File: config.mk
export PLATFORM = sky130hd
export DESIGN_NAME = idbc_ctrl
export DESIGN_NICKNAME = d
export VERILOG_FILES = /design/src/idbc_pkg.sv /design/src/idbc_ctrl.sv
export VERILOG_INCLUDE_DIRS = /design/src
export SDC_FILE = /design/constraint.sdc
export NUM_CORES = 1
export LEC_CHECK = 0
export BUFFER_PORTS_ARGS = -buffer_cell sky130_fd_sc_hd__buf_2
export CORE_AREA = 3 3 266 268
export CTS_CLUSTER_SIZE = 10
export DETAILED_ROUTE_END_ITERATION = 7
export DIE_AREA = 0 0 269 271
export GPL_TIMING_DRIVEN = 1
export HOLD_SLACK_MARGIN = 0.15
export PLACE_DENSITY = 0.7
export SETUP_SLACK_MARGIN = 0.05
export SLEW_MARGIN = 15
export SYNTH_ARGS = -nofsm -noshare
export SYNTH_HDL_FRONTEND = slang
export SYNTH_SLANG_ARGS = --single-unit
File: constraint.sdc
create_clock -name clk -period 4.5 [get_ports clk]
set_input_delay 0.45 -clock clk [delete_from_list [all_inputs] [get_ports clk]]
set_output_delay 0.45 -clock clk [all_outputs]
set_load 0.01 [all_outputs]
File: src/idbc_consts.svh
// idbc_consts.svh: offsets, field positions, codes and reset values for the interleaved dram board controller.
// assumes it is included by its bare name wherever these values are needed.
`ifndef IDBC_CONSTS_SVH
`define IDBC_CONSTS_SVH

// transaction type codes presented on bus_cmd
`define IDBC_CMD_IDLE 3'h0
`define IDBC_CMD_MEM_RD 3'h1
`define IDBC_CMD_MEM_WR 3'h2
`define IDBC_CMD_IO_RD 3'h3
`define IDBC_CMD_IO_WR 3'h4

// io space served by the board and the io device select value of the base-location register
`define IDBC_IO_SPACE 4'h1
`define IDBC_IO_LOCREG 2'h2

// address fields
`define IDBC_REGION_MSB 31
`define IDBC_REGION_LSB 24
`define IDBC_SLOT_MSB 27
`define IDBC_SLOT_LSB 24
`define IDBC_HALF_BIT 23
`define IDBC_ROW_MSB 22
`define IDBC_ROW_LSB 14
`define IDBC_COL_MSB 13
`define IDBC_COL_LSB 5
`define IDBC_IODEV_MSB 17
`define IDBC_IODEV_LSB 16
`define IDBC_IODATA_MSB 63
`define IDBC_IODATA_LSB 56

// reset values and sequence limits
`define IDBC_BASE_RST 8'h00
`define IDBC_LAST_BANK 2'h3

`endif

File: src/idbc_pkg.sv
// idbc_pkg.sv: types shared by the interleaved dram board controller.
// assumes nothing beyond a SystemVerilog compiler.
package idbc_pkg;

	// one stored word: 64 data bits and 8 check bits
	typedef struct packed {
		logic [63:0] data;
		logic [7:0] check;
	} idbc_word_t;

	// per bank-half strobes, each as three identical copies a, b, c
	typedef struct packed {
		logic [2:0] ras_n;
		logic [2:0] cas_n;
		logic [2:0] oe_n;
		logic [2:0] dram_write_dir;
	} idbc_strobe_t;

	// bus inputs that travel together through the synchroniser; strobe_n is the msb
	typedef struct packed {
		logic strobe_n;
		logic [2:0] cmd;
		logic [3:0] space;
		logic [3:0] id;
		logic [31:0] addr;
		idbc_word_t word;
	} idbc_bus_in_t;

	typedef enum logic [2:0] {
		ST_IDLE,
		ST_WIN,
		ST_ROW,
		ST_COL,
		ST_XFER,
		ST_RDOUT,
		ST_IO
	} idbc_state_t;

endpackage : idbc_pkg

File: src/idbc_ctrl.sv
// idbc_ctrl.sv: bus-side control of a four-way interleaved 16 MB dram board.
// assumes all bus and internal-bus inputs are asynchronous to clk and that the bench resolves shared wires from the enables.
//
// Functional notes
// - claim memory only when address 31:24 equals the board's 16 MB region
// - address 23:05 picks the cache block inside the board
// - memory transactions are whole 32-byte blocks; masters issue nothing else
// - the four lines of a block go to banks zero, one, two, three in order
// - address bit 23 picks the high half when one, low half when zero
// - each word is 64 data plus 8 check bits, both carried
// - base address is a software-written register used by the decoder
// - address latch follows the low 24 address bits while strobe is asserted
// - first bus clock edge after strobe release loads registered address when enabled
// - latched address feeds banks zero/one, registered feeds banks two/three and io
// - eight-bit compare against base raises board select for memory types
// - eight-bit compare of space, slot id and address 27:24 raises io select
// - separate high and low row, column and output strobes for four banks
// - write signals asserted on writes, deasserted on reads
// - every bank-half strobe is driven as three identical copies
// - banks zero and two use internal pair a, banks one and three pair b
// - two write registers alternate lines, each driving its pair only when enabled
// - read register drives bus data and check bits only under its enable
// - read multiplexer merges both pairs into the read register under two selects
// - io read data sits on bits 63:56 of internal data bus b
// - board timing is rebuilt from the system bus clock
// - controller drives the handshake completing each claimed transaction
// - address select high sends bits 22:14 as row, low sends 13:05 as column
// - answer byte io in space 0001 when address 27:24 equals slot id
`timescale 1ns/1ps
`include "idbc_consts.svh"

module idbc_ctrl (
	input wire logic clk,
	input wire logic resetn,
	input wire logic bus_clock,
	output logic rebuilt_bus_clock,
	input wire logic bus_address_strobe_n,
	input wire logic [2:0] bus_cmd,
	input wire logic [3:0] bus_space_code,
	input wire logic [3:0] board_id_bus,
	input wire logic [31:0] bus_addr,
	input wire logic [63:0] bus_data_in,
	input wire logic [7:0] bus_check_bits_in,
	output logic [63:0] bus_data_out,
	output logic [7:0] bus_check_bits_out,
	output logic bus_data_oe,
	output logic bus_ack_n_out,
	output logic bus_ack_oe,
	input wire logic [63:0] int_data_a_in,
	input wire logic [7:0] int_check_a_in,
	output logic [63:0] int_data_a_out,
	output logic [7:0] int_check_a_out,
	output logic int_a_oe,
	input wire logic [63:0] int_data_b_in,
	input wire logic [7:0] int_check_b_in,
	output logic [63:0] int_data_b_out,
	output logic [7:0] int_check_b_out,
	output logic int_b_oe,
	output logic wr_reg_a_oe_n,
	output logic wr_reg_b_oe_n,
	output logic rd_reg_oe_n,
	output logic rd_mux_sel0_n,
	output logic rd_mux_sel1_n,
	output logic addr_reg_enable_n,
	output logic [23:0] latched_addr,
	output logic [23:0] registered_addr,
	output logic [3:0] row_col_sel_bank_n,
	output logic [3:0][8:0] dram_addr,
	output idbc_pkg::idbc_strobe_t [3:0][1:0] dram_ctl,
	output logic board_sel,
	output logic io_sel,
	output logic [7:0] base_addr
);
	import idbc_pkg::*;

	localparam int BIN_W = $bits(idbc_bus_in_t);

	idbc_bus_in_t bus_raw;
	idbc_bus_in_t bus_s1_r;
	idbc_bus_in_t bus_s2_r;
	idbc_word_t ia_s1_r;
	idbc_word_t ia_s2_r;
	idbc_word_t ib_s1_r;
	idbc_word_t ib_s2_r;
	logic clk_s1_r;
	logic clk_s2_r;
	logic clk_prev_r;
	logic bclk_en;
	logic strobe_act;

	idbc_state_t state_r, state_nxt;
	logic [1:0] bank_r, bank_nxt;
	logic wr_r, wr_nxt;
	logic io_r, io_nxt;
	logic strb_seen_r, strb_seen_nxt;
	logic [23:0] latched_r, latched_nxt;
	logic [7:0] ltop_r, ltop_nxt;
	logic [2:0] lcmd_r, lcmd_nxt;
	logic [3:0] lspace_r, lspace_nxt;
	logic [3:0] lid_r, lid_nxt;
	logic [23:0] reg_r, reg_nxt;
	logic [7:0] base_r, base_nxt;
	logic board_sel_r, board_sel_nxt;
	logic io_sel_r, io_sel_nxt;
	idbc_word_t wr_a_r, wr_a_nxt;
	idbc_word_t wr_b_r, wr_b_nxt;
	idbc_word_t rd_r, rd_nxt;
	logic mem_hit;
	logic io_hit;
	logic mem_type;
	logic io_type;
	logic load_ra;
	logic ras_on;
	logic cas_on;
	logic col_phase;

	assign bus_raw = {bus_address_strobe_n, bus_cmd, bus_space_code, board_id_bus, bus_addr,
		bus_data_in, bus_check_bits_in};

	// two-stage synchronisers; only the second stage is read by logic
	always_ff @(posedge clk or negedge resetn) begin
		if (!resetn) begin
			bus_s1_r <= {1'b1, {(BIN_W - 1){1'b0}}};
			bus_s2_r <= {1'b1, {(BIN_W - 1){1'b0}}};
			ia_s1_r <= '0;
			ia_s2_r <= '0;
			ib_s1_r <= '0;
			ib_s2_r <= '0;
			clk_s1_r <= 1'b0;
			clk_s2_r <= 1'b0;
			clk_prev_r <= 1'b0;
		end else begin
			bus_s1_r <= bus_raw;
			bus_s2_r <= bus_s1_r;
			ia_s1_r <= {int_data_a_in, int_check_a_in};
			ia_s2_r <= ia_s1_r;
			ib_s1_r <= {int_data_b_in, int_check_b_in};
			ib_s2_r <= ib_s1_r;
			clk_s1_r <= bus_clock;
			clk_s2_r <= clk_s1_r;
			clk_prev_r <= clk_s2_r;
		end
	end

	// board steps once per rising bus clock edge, so all sequencing stays in step with the bus
	assign bclk_en = clk_s2_r & ~clk_prev_r;
	assign rebuilt_bus_clock = clk_s2_r;
	assign strobe_act = ~bus_s2_r.strobe_n;

	assign mem_type = (lcmd_r == `IDBC_CMD_MEM_RD) || (lcmd_r == `IDBC_CMD_MEM_WR);
	assign io_type = (lcmd_r == `IDBC_CMD_IO_RD) || (lcmd_r == `IDBC_CMD_IO_WR);
	// region always starts on a 16 MB boundary, so only the top byte is compared
	assign mem_hit = mem_type && (ltop_r == base_r);
	assign io_hit = io_type && ({lspace_r, ltop_r[3:0]} == {`IDBC_IO_SPACE, lid_r});
	assign addr_reg_enable_n = ~((state_r == ST_IDLE) && strb_seen_r && !strobe_act);
	assign load_ra = bclk_en && !addr_reg_enable_n;

	always_comb begin
		state_nxt = state_r;
		bank_nxt = bank_r;
		wr_nxt = wr_r;
		io_nxt = io_r;
		strb_seen_nxt = strb_seen_r;
		latched_nxt = latched_r;
		ltop_nxt = ltop_r;
		lcmd_nxt = lcmd_r;
		lspace_nxt = lspace_r;
		lid_nxt = lid_r;
		reg_nxt = reg_r;
		base_nxt = base_r;
		board_sel_nxt = board_sel_r;
		io_sel_nxt = io_sel_r;
		wr_a_nxt = wr_a_r;
		wr_b_nxt = wr_b_r;
		rd_nxt = rd_r;
		// transparent while the strobe is asserted; a strobe during a busy block moves banks zero/one addressing
		if (strobe_act) begin
			latched_nxt = bus_s2_r.addr[23:0];
			ltop_nxt = bus_s2_r.addr[`IDBC_REGION_MSB:`IDBC_REGION_LSB];
			lcmd_nxt = bus_s2_r.cmd;
			lspace_nxt = bus_s2_r.space;
			lid_nxt = bus_s2_r.id;
			if (state_r == ST_IDLE) begin
				strb_seen_nxt = 1'b1;
			end
		end
		if (load_ra) begin
			reg_nxt = latched_r;
			strb_seen_nxt = 1'b0;
			bank_nxt = 2'h0;
			board_sel_nxt = mem_hit;
			io_sel_nxt = io_hit;
			io_nxt = io_hit;
			wr_nxt = (lcmd_r == `IDBC_CMD_MEM_WR) || (lcmd_r == `IDBC_CMD_IO_WR);
			if (mem_hit) begin
				state_nxt = (lcmd_r == `IDBC_CMD_MEM_WR) ? ST_WIN : ST_ROW;
			end else if (io_hit) begin
				state_nxt = ST_IO;
				if (latched_r[`IDBC_IODEV_MSB:`IDBC_IODEV_LSB] == `IDBC_IO_LOCREG) begin
					wr_b_nxt = {base_r, 56'h0000_0000_0000_00, 8'h00};
				end else begin
					wr_b_nxt = '0;
				end
			end else begin
				state_nxt = ST_IDLE;
			end
		end else if (bclk_en) begin
			case (state_r)
				ST_WIN: begin
					// lines alternate between the two write registers
					if (bank_r[0]) begin
						wr_b_nxt = bus_s2_r.word;
					end else begin
						wr_a_nxt = bus_s2_r.word;
					end
					state_nxt = ST_ROW;
				end
				ST_ROW: begin
					state_nxt = ST_COL;
				end
				ST_COL: begin
					state_nxt = ST_XFER;
				end
				ST_XFER: begin
					if (!wr_r) begin
						rd_nxt = bank_r[0] ? ib_s2_r : ia_s2_r;
						state_nxt = ST_RDOUT;
					end else if (bank_r == `IDBC_LAST_BANK) begin
						state_nxt = ST_IDLE;
						board_sel_nxt = 1'b0;
					end else begin
						bank_nxt = bank_r + 2'h1;
						state_nxt = ST_WIN;
					end
				end
				ST_RDOUT: begin
					if (io_r || (bank_r == `IDBC_LAST_BANK)) begin
						state_nxt = ST_IDLE;
						board_sel_nxt = 1'b0;
						io_sel_nxt = 1'b0;
					end else begin
						bank_nxt = bank_r + 2'h1;
						state_nxt = ST_ROW;
					end
				end
				ST_IO: begin
					if (wr_r) begin
						// io devices are byte wide, only the top byte lane carries data
						if (reg_r[`IDBC_IODEV_MSB:`IDBC_IODEV_LSB] == `IDBC_IO_LOCREG) begin
							base_nxt = bus_s2_r.word.data[`IDBC_IODATA_MSB:`IDBC_IODATA_LSB];
						end
						state_nxt = ST_IDLE;
						io_sel_nxt = 1'b0;
					end else begin
						rd_nxt = ib_s2_r;
						state_nxt = ST_RDOUT;
					end
				end
				default: begin
					state_nxt = ST_IDLE;
				end
			endcase
		end
	end

	always_ff @(posedge clk or negedge resetn) begin
		if (!resetn) begin
			state_r <= ST_IDLE;
			bank_r <= 2'h0;
			wr_r <= 1'b0;
			io_r <= 1'b0;
			strb_seen_r <= 1'b0;
			latched_r <= 24'h00_0000;
			ltop_r <= 8'h00;
			lcmd_r <= `IDBC_CMD_IDLE;
			lspace_r <= 4'h0;
			lid_r <= 4'h0;
			reg_r <= 24'h00_0000;
			base_r <= `IDBC_BASE_RST;
			board_sel_r <= 1'b0;
			io_sel_r <= 1'b0;
			wr_a_r <= '0;
			wr_b_r <= '0;
			rd_r <= '0;
		end else begin
			state_r <= state_nxt;
			bank_r <= bank_nxt;
			wr_r <= wr_nxt;
			io_r <= io_nxt;
			strb_seen_r <= strb_seen_nxt;
			latched_r <= latched_nxt;
			ltop_r <= ltop_nxt;
			lcmd_r <= lcmd_nxt;
			lspace_r <= lspace_nxt;
			lid_r <= lid_nxt;
			reg_r <= reg_nxt;
			base_r <= base_nxt;
			board_sel_r <= board_sel_nxt;
			io_sel_r <= io_sel_nxt;
			wr_a_r <= wr_a_nxt;
			wr_b_r <= wr_b_nxt;
			rd_r <= rd_nxt;
		end
	end

	assign ras_on = (state_r == ST_ROW) || (state_r == ST_COL) || (state_r == ST_XFER);
	assign col_phase = (state_r == ST_COL) || (state_r == ST_XFER);
	assign cas_on = col_phase;

	genvar gb, gh;
	generate
		for (gb = 0; gb < 4; gb++) begin : g_bank
			logic bank_act;
			logic [23:0] src;
			assign bank_act = ras_on && (bank_r == 2'(gb));
			// banks two and three follow the registered copy, which holds after the latch reopens
			assign src = (gb < 2) ? latched_r : reg_r;
			assign row_col_sel_bank_n[gb] = ~(bank_act && col_phase);
			assign dram_addr[gb] = row_col_sel_bank_n[gb] ? src[`IDBC_ROW_MSB:`IDBC_ROW_LSB]
				: src[`IDBC_COL_MSB:`IDBC_COL_LSB];
			for (gh = 0; gh < 2; gh++) begin : g_half
				logic on;
				assign on = bank_act && (reg_r[`IDBC_HALF_BIT] == 1'(gh));
				assign dram_ctl[gb][gh].ras_n = {3{~on}};
				assign dram_ctl[gb][gh].cas_n = {3{~(on && cas_on)}};
				assign dram_ctl[gb][gh].oe_n = {3{~(on && cas_on && !wr_r)}};
				assign dram_ctl[gb][gh].dram_write_dir = {3{on && cas_on && wr_r}};
			end
		end
	endgenerate

	assign wr_reg_a_oe_n = ~(wr_r && col_phase && !bank_r[0]);
	assign wr_reg_b_oe_n = ~((wr_r && col_phase && bank_r[0]) || (io_r && !wr_r && (state_r == ST_IO)));
	assign int_a_oe = ~wr_reg_a_oe_n;
	assign int_b_oe = ~wr_reg_b_oe_n;
	assign int_data_a_out = wr_a_r.data;
	assign int_check_a_out = wr_a_r.check;
	assign int_data_b_out = wr_b_r.data;
	assign int_check_b_out = wr_b_r.check;

	assign rd_mux_sel0_n = ~(!wr_r && (state_r == ST_XFER) && !bank_r[0]);
	assign rd_mux_sel1_n = ~(!wr_r && (((state_r == ST_XFER) && bank_r[0]) || (io_r && (state_r == ST_IO))));
	assign rd_reg_oe_n = ~(state_r == ST_RDOUT);
	assign bus_data_oe = (state_r == ST_RDOUT);
	assign bus_data_out = rd_r.data;
	assign bus_check_bits_out = rd_r.check;

	// handshake only while a claimed transaction moves a word
	assign bus_ack_oe = (state_r == ST_WIN) || (state_r == ST_RDOUT) || ((state_r == ST_IO) && wr_r);
	assign bus_ack_n_out = ~bus_ack_oe;

	assign latched_addr = latched_r;
	assign registered_addr = reg_r;
	assign board_sel = board_sel_r;
	assign io_sel = io_sel_r;
	assign base_addr = base_r;

endmodule : idbc_ctrl

==> impl_metrics.ini, run 1 <==
[logic_synthesis]
yosysUniqueCellTypes = 43
synth_top_area_frac = 0.760
netlist_instances = 1793
synthesis.area_um2 = 27100
ys_seq_elements = 824
synth.avg_cell_area_um2 = 15.1
yosys_warnings = 0
synth_seq_area_share = 0.762
synthTopCellsByArea = dfrtp_1 (76%), mux2_2 (6.7%), mux2i_1 (5.0%)
synth_edf_count = 0
ys.flop_type = dfrtp_1
synthesis.nets = 2060
synth_top_cell_by_area = dfrtp_1
async_flop_share = 1.00

[floorplan]
num_rows = 96
die_h_um = 271
fp.dieW_um = 269
core_um2 = 68600
pin_count = 685
start_util = 0.394
die_area_um2 = 72900

[setup_path]
reg2reg_to = int_data_b_out[4]$_DFFE_PN0P_
crit_fanout = 31
critPathCapture = int_data_b_out[4]$_DFFE_PN0P_
r2r_slack_ps = 1110
worstSetupStartpoint = state_r[1]$_DFFE_PN0P_
crit_type = reg2reg
cp.arrival_ps = 3910
ff2ff_path_depth = 6
cp.required_ps = 5020
r2r-start = state_r[1]$_DFFE_PN0P_
end_kind = flop
critPathLaunchType = flop

[placed_design]
portBuffers = 684
gp_congestion = 0.922
dp_hpwl_um = 47600

[timing]
clock_skew_ps = 44.4
finalSetupViolations = 0
fmax_ghz = 0.295
relSlewSlack = 0.331
period_share = 0.754
hold_violations = 0
period_needed_ps = 3390
finalMaxSlewViolations = 0
setup_tns_ps = 0
tightestPinTransition_ps = 1000
grt_setup_unrepaired = no

[final_layout]
final_core_util = 0.532
areaGrowthSynthToFinish_pct = 34.9
layout.nets = 2988
drive_gt1_frac = 0.362

[pwr]
leakage_nw = 18.4
p_comb_frac = 0.231
switching_power_mw = 6.47
powerDensity_nw_per_um2 = 577
swShare = 0.307
p_int_mw = 14.6
pwr-share-clk = 0.321
ir_worst_vdd_mv = 0.385
pwr-share-seq = 0.448

[flow_run]
cap_violations = 0

[drt]
routedWlPerCell_um = 19.9
drt_iter0_drc = 1126
firstDrtPassIters = 5
route.vias.total = 17100
via_per_inst = 4.64
final_antenna_net_count = 0
wirelength_um = 73200
drt_drc_violations_left = 0

[clock_tree]
clk_latency_ps = 640
cts-root-buf = clkbuf_16
path_clk_slew_ps = 60
cts_tree = built
clockBufferDepth = 3
cts_hold_buf = 262
post_cts_buffers = 0
clock_sinks = 824
cts_buffers = 94
cts.repair.resized = 0
cts_htree_levels = 3

[global_routing]
antenna_found_initial = 10
grt_max_degree = 145
grt-ovfl-total = 0
grt_pass1_vias = 19200
grt_usage = 0.201
grt_pass1_wl_um = 113000

[hold_path]
hold_path.class = reg2reg

[run_status]
status = complete, no violations
-- synth_stat cells (5+ instances only) --
library cell / instances
o21ai_0: 13
nand2_1: 181
nor3_1: 5
inv_1: 75
buf_1: 10
dfrtp_1: 822
buf_2: 9
or2_2: 6
nor2b_1: 7
nor2_1: 92
xor2_1: 8
xnor2_1: 6
clkbuf_1: 53
mux2_2: 161
mux2_4: 6
nand3_1: 22
a21oi_1: 77
buf_4: 64
or3_1: 5
mux2i_1: 136
-- state kept, by name, indices dropped and copies added (netlist names), 64 cells and up --
signal / cells
int_data_b_out: 64
ib_s2_r: 72
bus_data_out: 64
bus_s1_r: 116
bus_s2_r: 116
ia_s2_r: 72
int_data_a_out: 64
ib_s1_r: 72
ia_s1_r: 72
-- final cells by class --
type | count | area [um^2]
Antenna cell | 5 | 12.5
Tap cell | 931 | 1160
Multi-Input combinational cell | 757 | 5420
Inverter | 75 | 282
Sequential cell | 824 | 20600
Clock inverter | 10 | 213
Clock buffer | 115 | 2460
Fill cell | 5437 | 32100
Timing Repair Buffer | 969 | 6330
-- cells by family after synthesis --
group,synth area share
compound gates,0.0205
xor+xnor,0.00453
fa+ha+maj,0.00185
buf+inv,0.0390
flops,0.762
mux,0.121
simple gates,0.0513
-- worst min-delay path by stage --
stage                            startpoint                      end  slack, ps  cells after the start
floorplan                            resetn    bank_r[0]$_DFFE_PN0P_        150                      0
global placement      ib_s1_r[47]$_DFF_PN0_    ib_s2_r[47]$_DFF_PN0_        330                      0
detailed placement   bus_s1_r[34]$_DFF_PN0_   bus_s2_r[34]$_DFF_PN0_        330                      0
CTS                  bus_s1_r[24]$_DFF_PN0_   bus_s2_r[24]$_DFF_PN0_        320                      0
global route        bus_s1_r[115]$_DFF_PN1_  bus_s2_r[115]$_DFF_PN1_        320                      0
finish               bus_s1_r[24]$_DFF_PN0_   bus_s2_r[24]$_DFF_PN0_        320                      0
-- worst max-delay path: stages, from the launching register on --
cell	delay, ps
dfrtp_1	570
or3_4	500
or3_4	550
o31ai_1	430
nand3_4	420
buf_4	470
mux2i_1	270
-- per-layer routing --
layer	global-route usage	wire length (um)	up-vias	share of wire
met5	0	41	-	0.00056
met1	0.244	28700	8686	0.39
li1	-	-	7621	-
met3	0.0466	4350	172	0.059
met4	0.0819	2740	6	0.037
met2	0.346	37400	626	0.51
-- metrics by stage --
| step | instances | hold WS (ps) | total power, mW | worst slack (ps) | area [um^2] |
|---|---|---|---|---|---|
| after CTS | 3681 | 316 | 21.2 | 1120 | 36500 |
| after floorplan | 1793 | 154 | 11.9 | 2040 | 27100 |
| after detailed placement | 3294 | 335 | 14.2 | 1160 | 31200 |
| after global placement | 3294 | 331 | 14.0 | 1250 | 31200 |
| after global routing | 3683 | 323 | 22.1 | 948 | 36500 |
| final | 3686 | 323 | 21.1 | 1110 | 36500 |
-- power by group through the flow --
stage	sequential, mW	clock [mW]	combinational, mW
detailed placement	9.50	0	4.68
finish	9.45	6.76	4.87
global route	9.58	7.24	5.27
CTS	9.41	6.91	4.89
global placement	9.45	0	4.55
floorplan	9.67	0	2.22
-- placed cells by master, fill, tap and decap left out, types with 3 or more instances in the layout --
master         netlist  final
clkbuf_16            0     94
or3_1                5      4
diode_2              0      5
ha_1                 4      4
nor2_1              92     92
clkinv_16            0      4
or2_2                6      6
mux2_2             161    161
xor2_1               8      8
clkbuf_1            53     18
mux2i_1            136    136
nor3_1               5      4
o31ai_1              3      3
clkinv_8             0      3
nor2b_1              7      7
buf_2                9    683
o21ai_0             13     13
nand3_1             22     21
buf_12               0      8
dlygate4sd3_1        0    262
clkbuf_8             0      3
a21oi_1             77     76
buf_4               64     15
nand2b_1             4      4
mux2_4               6      6
nand2_1            181    181
xnor2_1              6      6
dfrtp_1            822    822
inv_1               75     75
Power figures use the tool's default switching activity.
==> inputs of run 2 (changes only) <==
Clock period 4.5 ns to 3.15 ns, I/O delays scaled along.
==> impl_metrics.ini, run 2 (same netlist as run 1, synthesis figures left out) <==
[clock_tree]
cts_buffers = 95
cts-root-buf = clkbuf_16
cts_tree = built
clockBufferDepth = 3
post_cts_buffers = 0
path_clk_slew_ps = 60
clk_latency_ps = 630
clock_sinks = 824
cts_htree_levels = 3

[setup_path]
crit_type = reg2out
critPathLaunchType = flop
r2r-start = state_r[2]$_DFFE_PN0P_
crit_fanout = 15
end_kind = output pin
r2r_slack_ps = 370
cp.arrival_ps = 2690
cp.required_ps = 2830
worstSetupStartpoint = state_r[2]$_DFFE_PN0P_

[floorplan]
num_rows = 96
fp.dieW_um = 269
core_um2 = 68600
die_h_um = 271
start_util = 0.394
pin_count = 685
die_area_um2 = 72900

[global_routing]
grt_pass1_vias = 19300
use_met2 = 0.352
antenna_found_initial = 12
grt_util_met3 = 0.0510
top_usage_layer = met2
grt_pass1_wl_um = 114000
grt-ovfl-total = 0
grt_usage = 0.205
use_met1 = 0.238
grt_max_degree = 145

[placed_design]
portBuffers = 684
place_ws_ps = 301
dpl_cell_area_um2 = 31400
dp_hpwl_um = 48500
gp_congestion = 0.921
place_inst = 3307

[final_layout]
finalNonFillerCells = 3693
drive_gt1_frac = 0.371
layout_common_cells = dfrtp_1 (821), buf_2 (683), dlygate4sd3_1 (262)
reg_top3 = bus_s1_r: 116 flops, bus_s2_r: 116 flops
stdcell_area_um2 = 36800
areaGrowthSynthToFinish_pct = 35.9
final_core_util = 0.536
layout.nets = 3003
final_common_cell = dfrtp_1

[pwr]
switching_power_mw = 9.31
leakage_nw = 18.5
pwr-share-seq = 0.444
powerDensity_nw_per_um2 = 828
pwr-share-clk = 0.323
p_int_mw = 21.1
swShare = 0.306
ir_worst_vdd_mv = 0.575
p_comb_frac = 0.233

[drt]
routedWlPerCell_um = 20.2
wirelength_um = 74500
firstDrtPassIters = 5
via_per_inst = 4.69
drt_iter0_drc = 1099
route.vias.total = 17300
drt_drc_violations_left = 0
final_antenna_net_count = 0

[timing]
period_needed_ps = 3000
finalMaxSlewViolations = 0
hold_violations = 0
tightestPinTransition_ps = 812
setup_tns_ps = 0
fin_ws_ps = 146
relSlewSlack = 0.458
finalSetupViolations = 0
clock_skew_ps = 36.8
fmax_ghz = 0.333
grt_setup_unrepaired = yes
period_share = 0.954

[run_status]
status = complete, no violations

[hold_path]
hp-start = int_check_b_in[7]
hold_path.class = in2reg

[flow_run]
cap_violations = 0
-- run 2: cell types whose count changed in the layout (fill, tap and decap cells not counted), sizes merged --
cell	previous run	this run
inv	75	77
clkbuf	115	104
bufinv	1	3
clkinv	9	8
buf	707	721
diode	5	6
-- run 2: what timing repair did --
item / 4_1_cts / 5_1_grt
hold buffers: 262 / 0
cloned: 0 / 0
hold endpoints to repair: 330 / 0
gates resized for setup: 4 / 6
endpoints found under the setup margin: 23 / 52
-- run 2: cell type report --
| class | count | area, um^2 |
|---|---|---|
| Antenna cell | 6 | 15.0 |
| Fill cell | 5463 | 31800 |
| Timing Repair Buffer | 983 | 6530 |
| Clock inverter | 13 | 274 |
| Sequential cell | 824 | 20600 |
| Multi-Input combinational cell | 757 | 5450 |
| Clock buffer | 104 | 2440 |
| Tap cell | 931 | 1160 |
| Inverter | 75 | 282 |
-- run 2: worst paths after layout --
check                      cells past startpoint                       endpoint
setup / recovery                               6                   dram_ctl[75]
hold / removal                                 2           ib_s1_r[7]$_DFF_PN0_
setup reg to reg                               6  int_data_b_out[3]$_DFFE_PN0P_
hold reg to reg                                0         bus_s2_r[21]$_DFF_PN0_
max in group asynchronous                      3          ib_s2_r[36]$_DFF_PN0_
min in group asynchronous                      2         bus_s2_r[17]$_DFF_PN0_
-- run 2: routing by layer --
metal  wire, um  part of all wire
met4       3600             0.048
met1      27900              0.37
met2      38100              0.51
met5         62           0.00083
met3       4890             0.066
-- run 2: worst max-delay path: stages (launching register included) --
cell	delay (ps)
dfrtp_1	570
nand2b_2	200
o21ai_1	180
buf_4	260
nand2_2	230
or3_1	430
buf_2	170
-- run 2: power groups by stage --
stage          registers (mW)  logic (mW)  clock network (mW)
3_3_place_gp             13.6        6.59                   0
3_5_place_dp             13.6        6.77                   0
6_report                 13.5        7.10                9.82
5_1_grt                  13.7        7.70                10.5
4_1_cts                  13.5        7.09                10.0
2_1_floorplan            13.8        3.17                   0
-- run 2: stage by stage --
| step | hold slack, ps | power, mW |
|---|---|---|
| final | 298 | 30.4 |
| after floorplan | 19.4 | 17.0 |
| after CTS | 254 | 30.6 |
| after global routing | 273 | 32.0 |
| after global placement | 332 | 20.1 |
| after detailed placement | 335 | 20.4 |
==> inputs of run 3 (changes only) <==
--- a/constraint.sdc
+++ b/constraint.sdc
@@ -3,2 +3,2 @@
 set_output_delay 0.315 -clock clk [all_outputs]
-set_load 0.01 [all_outputs]
+set_load 0.02 [all_outputs]
==> impl_metrics.ini, run 3 (same netlist as run 1, synthesis figures left out) <==
[drt]
route.vias.total = 17400
routedWlPerCell_um = 19.9
drt_drc_violations_left = 0
firstDrtPassIters = 8
drt_iter0_drc = 1176
via_per_inst = 4.69
wirelength_um = 73600
final_antenna_net_count = 0

[timing]
period_needed_ps = 2970
hold_violations = 0
tightestPinTransition_ps = 858
period_share = 0.942
fmax_ghz = 0.337
grt_setup_unrepaired = no
setup_tns_ps = 0
finalSetupViolations = 0
finalMaxSlewViolations = 0
relSlewSlack = 0.427
clock_skew_ps = 48.3

[global_routing]
grt_usage = 0.202
grt_pass1_vias = 19200
grt-ovfl-total = 0
antenna_found_initial = 12
grt_pass1_wl_um = 113000
grt_max_degree = 145

[clock_tree]
clockBufferDepth = 3
cts-root-buf = clkbuf_16
post_cts_buffers = 0
clock_sinks = 824
cts_buffers = 94
cts_tree = built
path_clk_slew_ps = 60
clk_latency_ps = 630
cts_htree_levels = 3

[setup_path]
reg2reg_to = int_data_b_out[58]$_DFFE_PN0P_
crit_fanout = 15
crit_chain = inv_2 -> nand3_1 -> o21ai_1 -> buf_4 -> nand2_2 -> or3_1 -> buf_2
cp.required_ps = 2830
cp_slowest_cell = dfrtp_1
crit_type = reg2out
end_kind = output pin
r2r_slack_ps = 590
cpPeakStageDelay_ps = 500
critPathLaunchType = flop
cp.arrival_ps = 2650
r2r-start = state_r[2]$_DFFE_PN0P_
ff2ff_path_depth = 6

[pwr]
ir_worst_vdd_mv = 0.654
leakage_nw = 18.5
powerDensity_nw_per_um2 = 854

[hold_path]
hold_path.class = in2reg
hp-start = int_data_a_in[52]
hold_path_end = ia_s1_r[60]$_DFF_PN0_
whs_path_depth = 2

[final_layout]
finalNonFillerCells = 3705
layout.nets = 3012
stdcell_area_um2 = 36800
reg_top3 = bus_s1_r: 116 flops, bus_s2_r: 116 flops
drive_gt1_frac = 0.371
layout_common_cells = dfrtp_1 (821), buf_2 (683), dlygate4sd3_1 (262)
areaGrowthSynthToFinish_pct = 35.8
final_common_cell = dfrtp_1

[floorplan]
core_um2 = 68600
start_util = 0.394
fp.dieW_um = 269
pin_count = 685
die_area_um2 = 72900
die_h_um = 271
num_rows = 96

[placed_design]
dpl_cell_area_um2 = 31500
dp_hpwl_um = 48600
portBuffers = 684
place_inst = 3317
gp_congestion = 0.919

[flow_run]
cap_violations = 0

[run_status]
status = complete, no violations
run 3: cell types whose count changed in the layout (fill, tap and decap cells not counted), sizes merged:
cell | previous run | this run
buf | 721 | 731
bufinv | 3 | 0
clkbuf | 104 | 107
diode | 6 | 8
run 3: cell type report:
cell class	count	area, um^2
Timing Repair Buffer	993	6630
Tap cell	931	1160
Multi-Input combinational cell	757	5440
Fill cell	5360	31800
Antenna cell	8	20.0
Clock buffer	107	2410
Inverter	75	282
Clock inverter	10	184
Sequential cell	824	20600
run 3: what timing repair did:
item,CTS,global route
resized for setup,4,4
setup endpoints to repair,22,18
hold buffers,262,0
endpoints found under the hold margin,333,0
run 3: power breakdown:
part           internal [mW]  leakage (nW)  switching (mW)
registers               12.3          9.86            1.24
clock network           5.40          1.26            4.08
logic                   3.18          7.39            5.22
run 3: critical path: cells and delay by family (launching register included):
kind / cells / cell delay, ps
compound gates: 1 / 100
buf+inv: 3 / 610
flops: 1 / 500
simple gates: 3 / 810
run 3: metrics by stage:
| stage | utilization | hold slack [ps] | power (mW) | worst slack, ps |
|---|---|---|---|---|
| 6_report | 0.536 | 308 | 31.4 | 184 |
| 4_1_cts | 0.535 | 255 | 31.6 | 115 |
| 5_1_grt | 0.536 | 274 | 32.8 | 57.4 |
| 2_1_floorplan | - | 19.4 | 18.3 | 678 |
| 3_3_place_gp | 0.459 | 331 | 21.5 | 350 |
| 3_5_place_dp | 0.459 | 335 | 21.7 | 298 |
run 3: worst max-delay path by stage:
stage | startpoint | to | slack (ps) | cells past startpoint
3_3_place_gp | state_r[0]$_DFFE_PN0P_ | state_r[2]$_DFFE_PN0P_ | 350 | 6
5_1_grt | state_r[2]$_DFFE_PN0P_ | dram_ctl[28] | 60 | 7
3_5_place_dp | state_r[0]$_DFFE_PN0P_ | state_r[1]$_DFFE_PN0P_ | 300 | 6
6_report | state_r[2]$_DFFE_PN0P_ | dram_ctl[28] | 180 | 7
2_1_floorplan | state_r[2]$_DFFE_PN0P_ | dram_ctl[76] | 680 | 7
4_1_cts | state_r[0]$_DFFE_PN0P_ | dram_ctl[5] | 110 | 6
run 3: layer usage:
| metal | vias to the layer above | wire length, um | global-route usage |
|---|---|---|---|
| met3 | 205 | 4510 | 0.0487 |
| li1 | 7672 | - | - |
| met4 | 10 | 2980 | 0.0885 |
| met1 | 8830 | 27700 | 0.236 |
| met5 | - | 68 | 0 |
| met2 | 675 | 38300 | 0.351 |
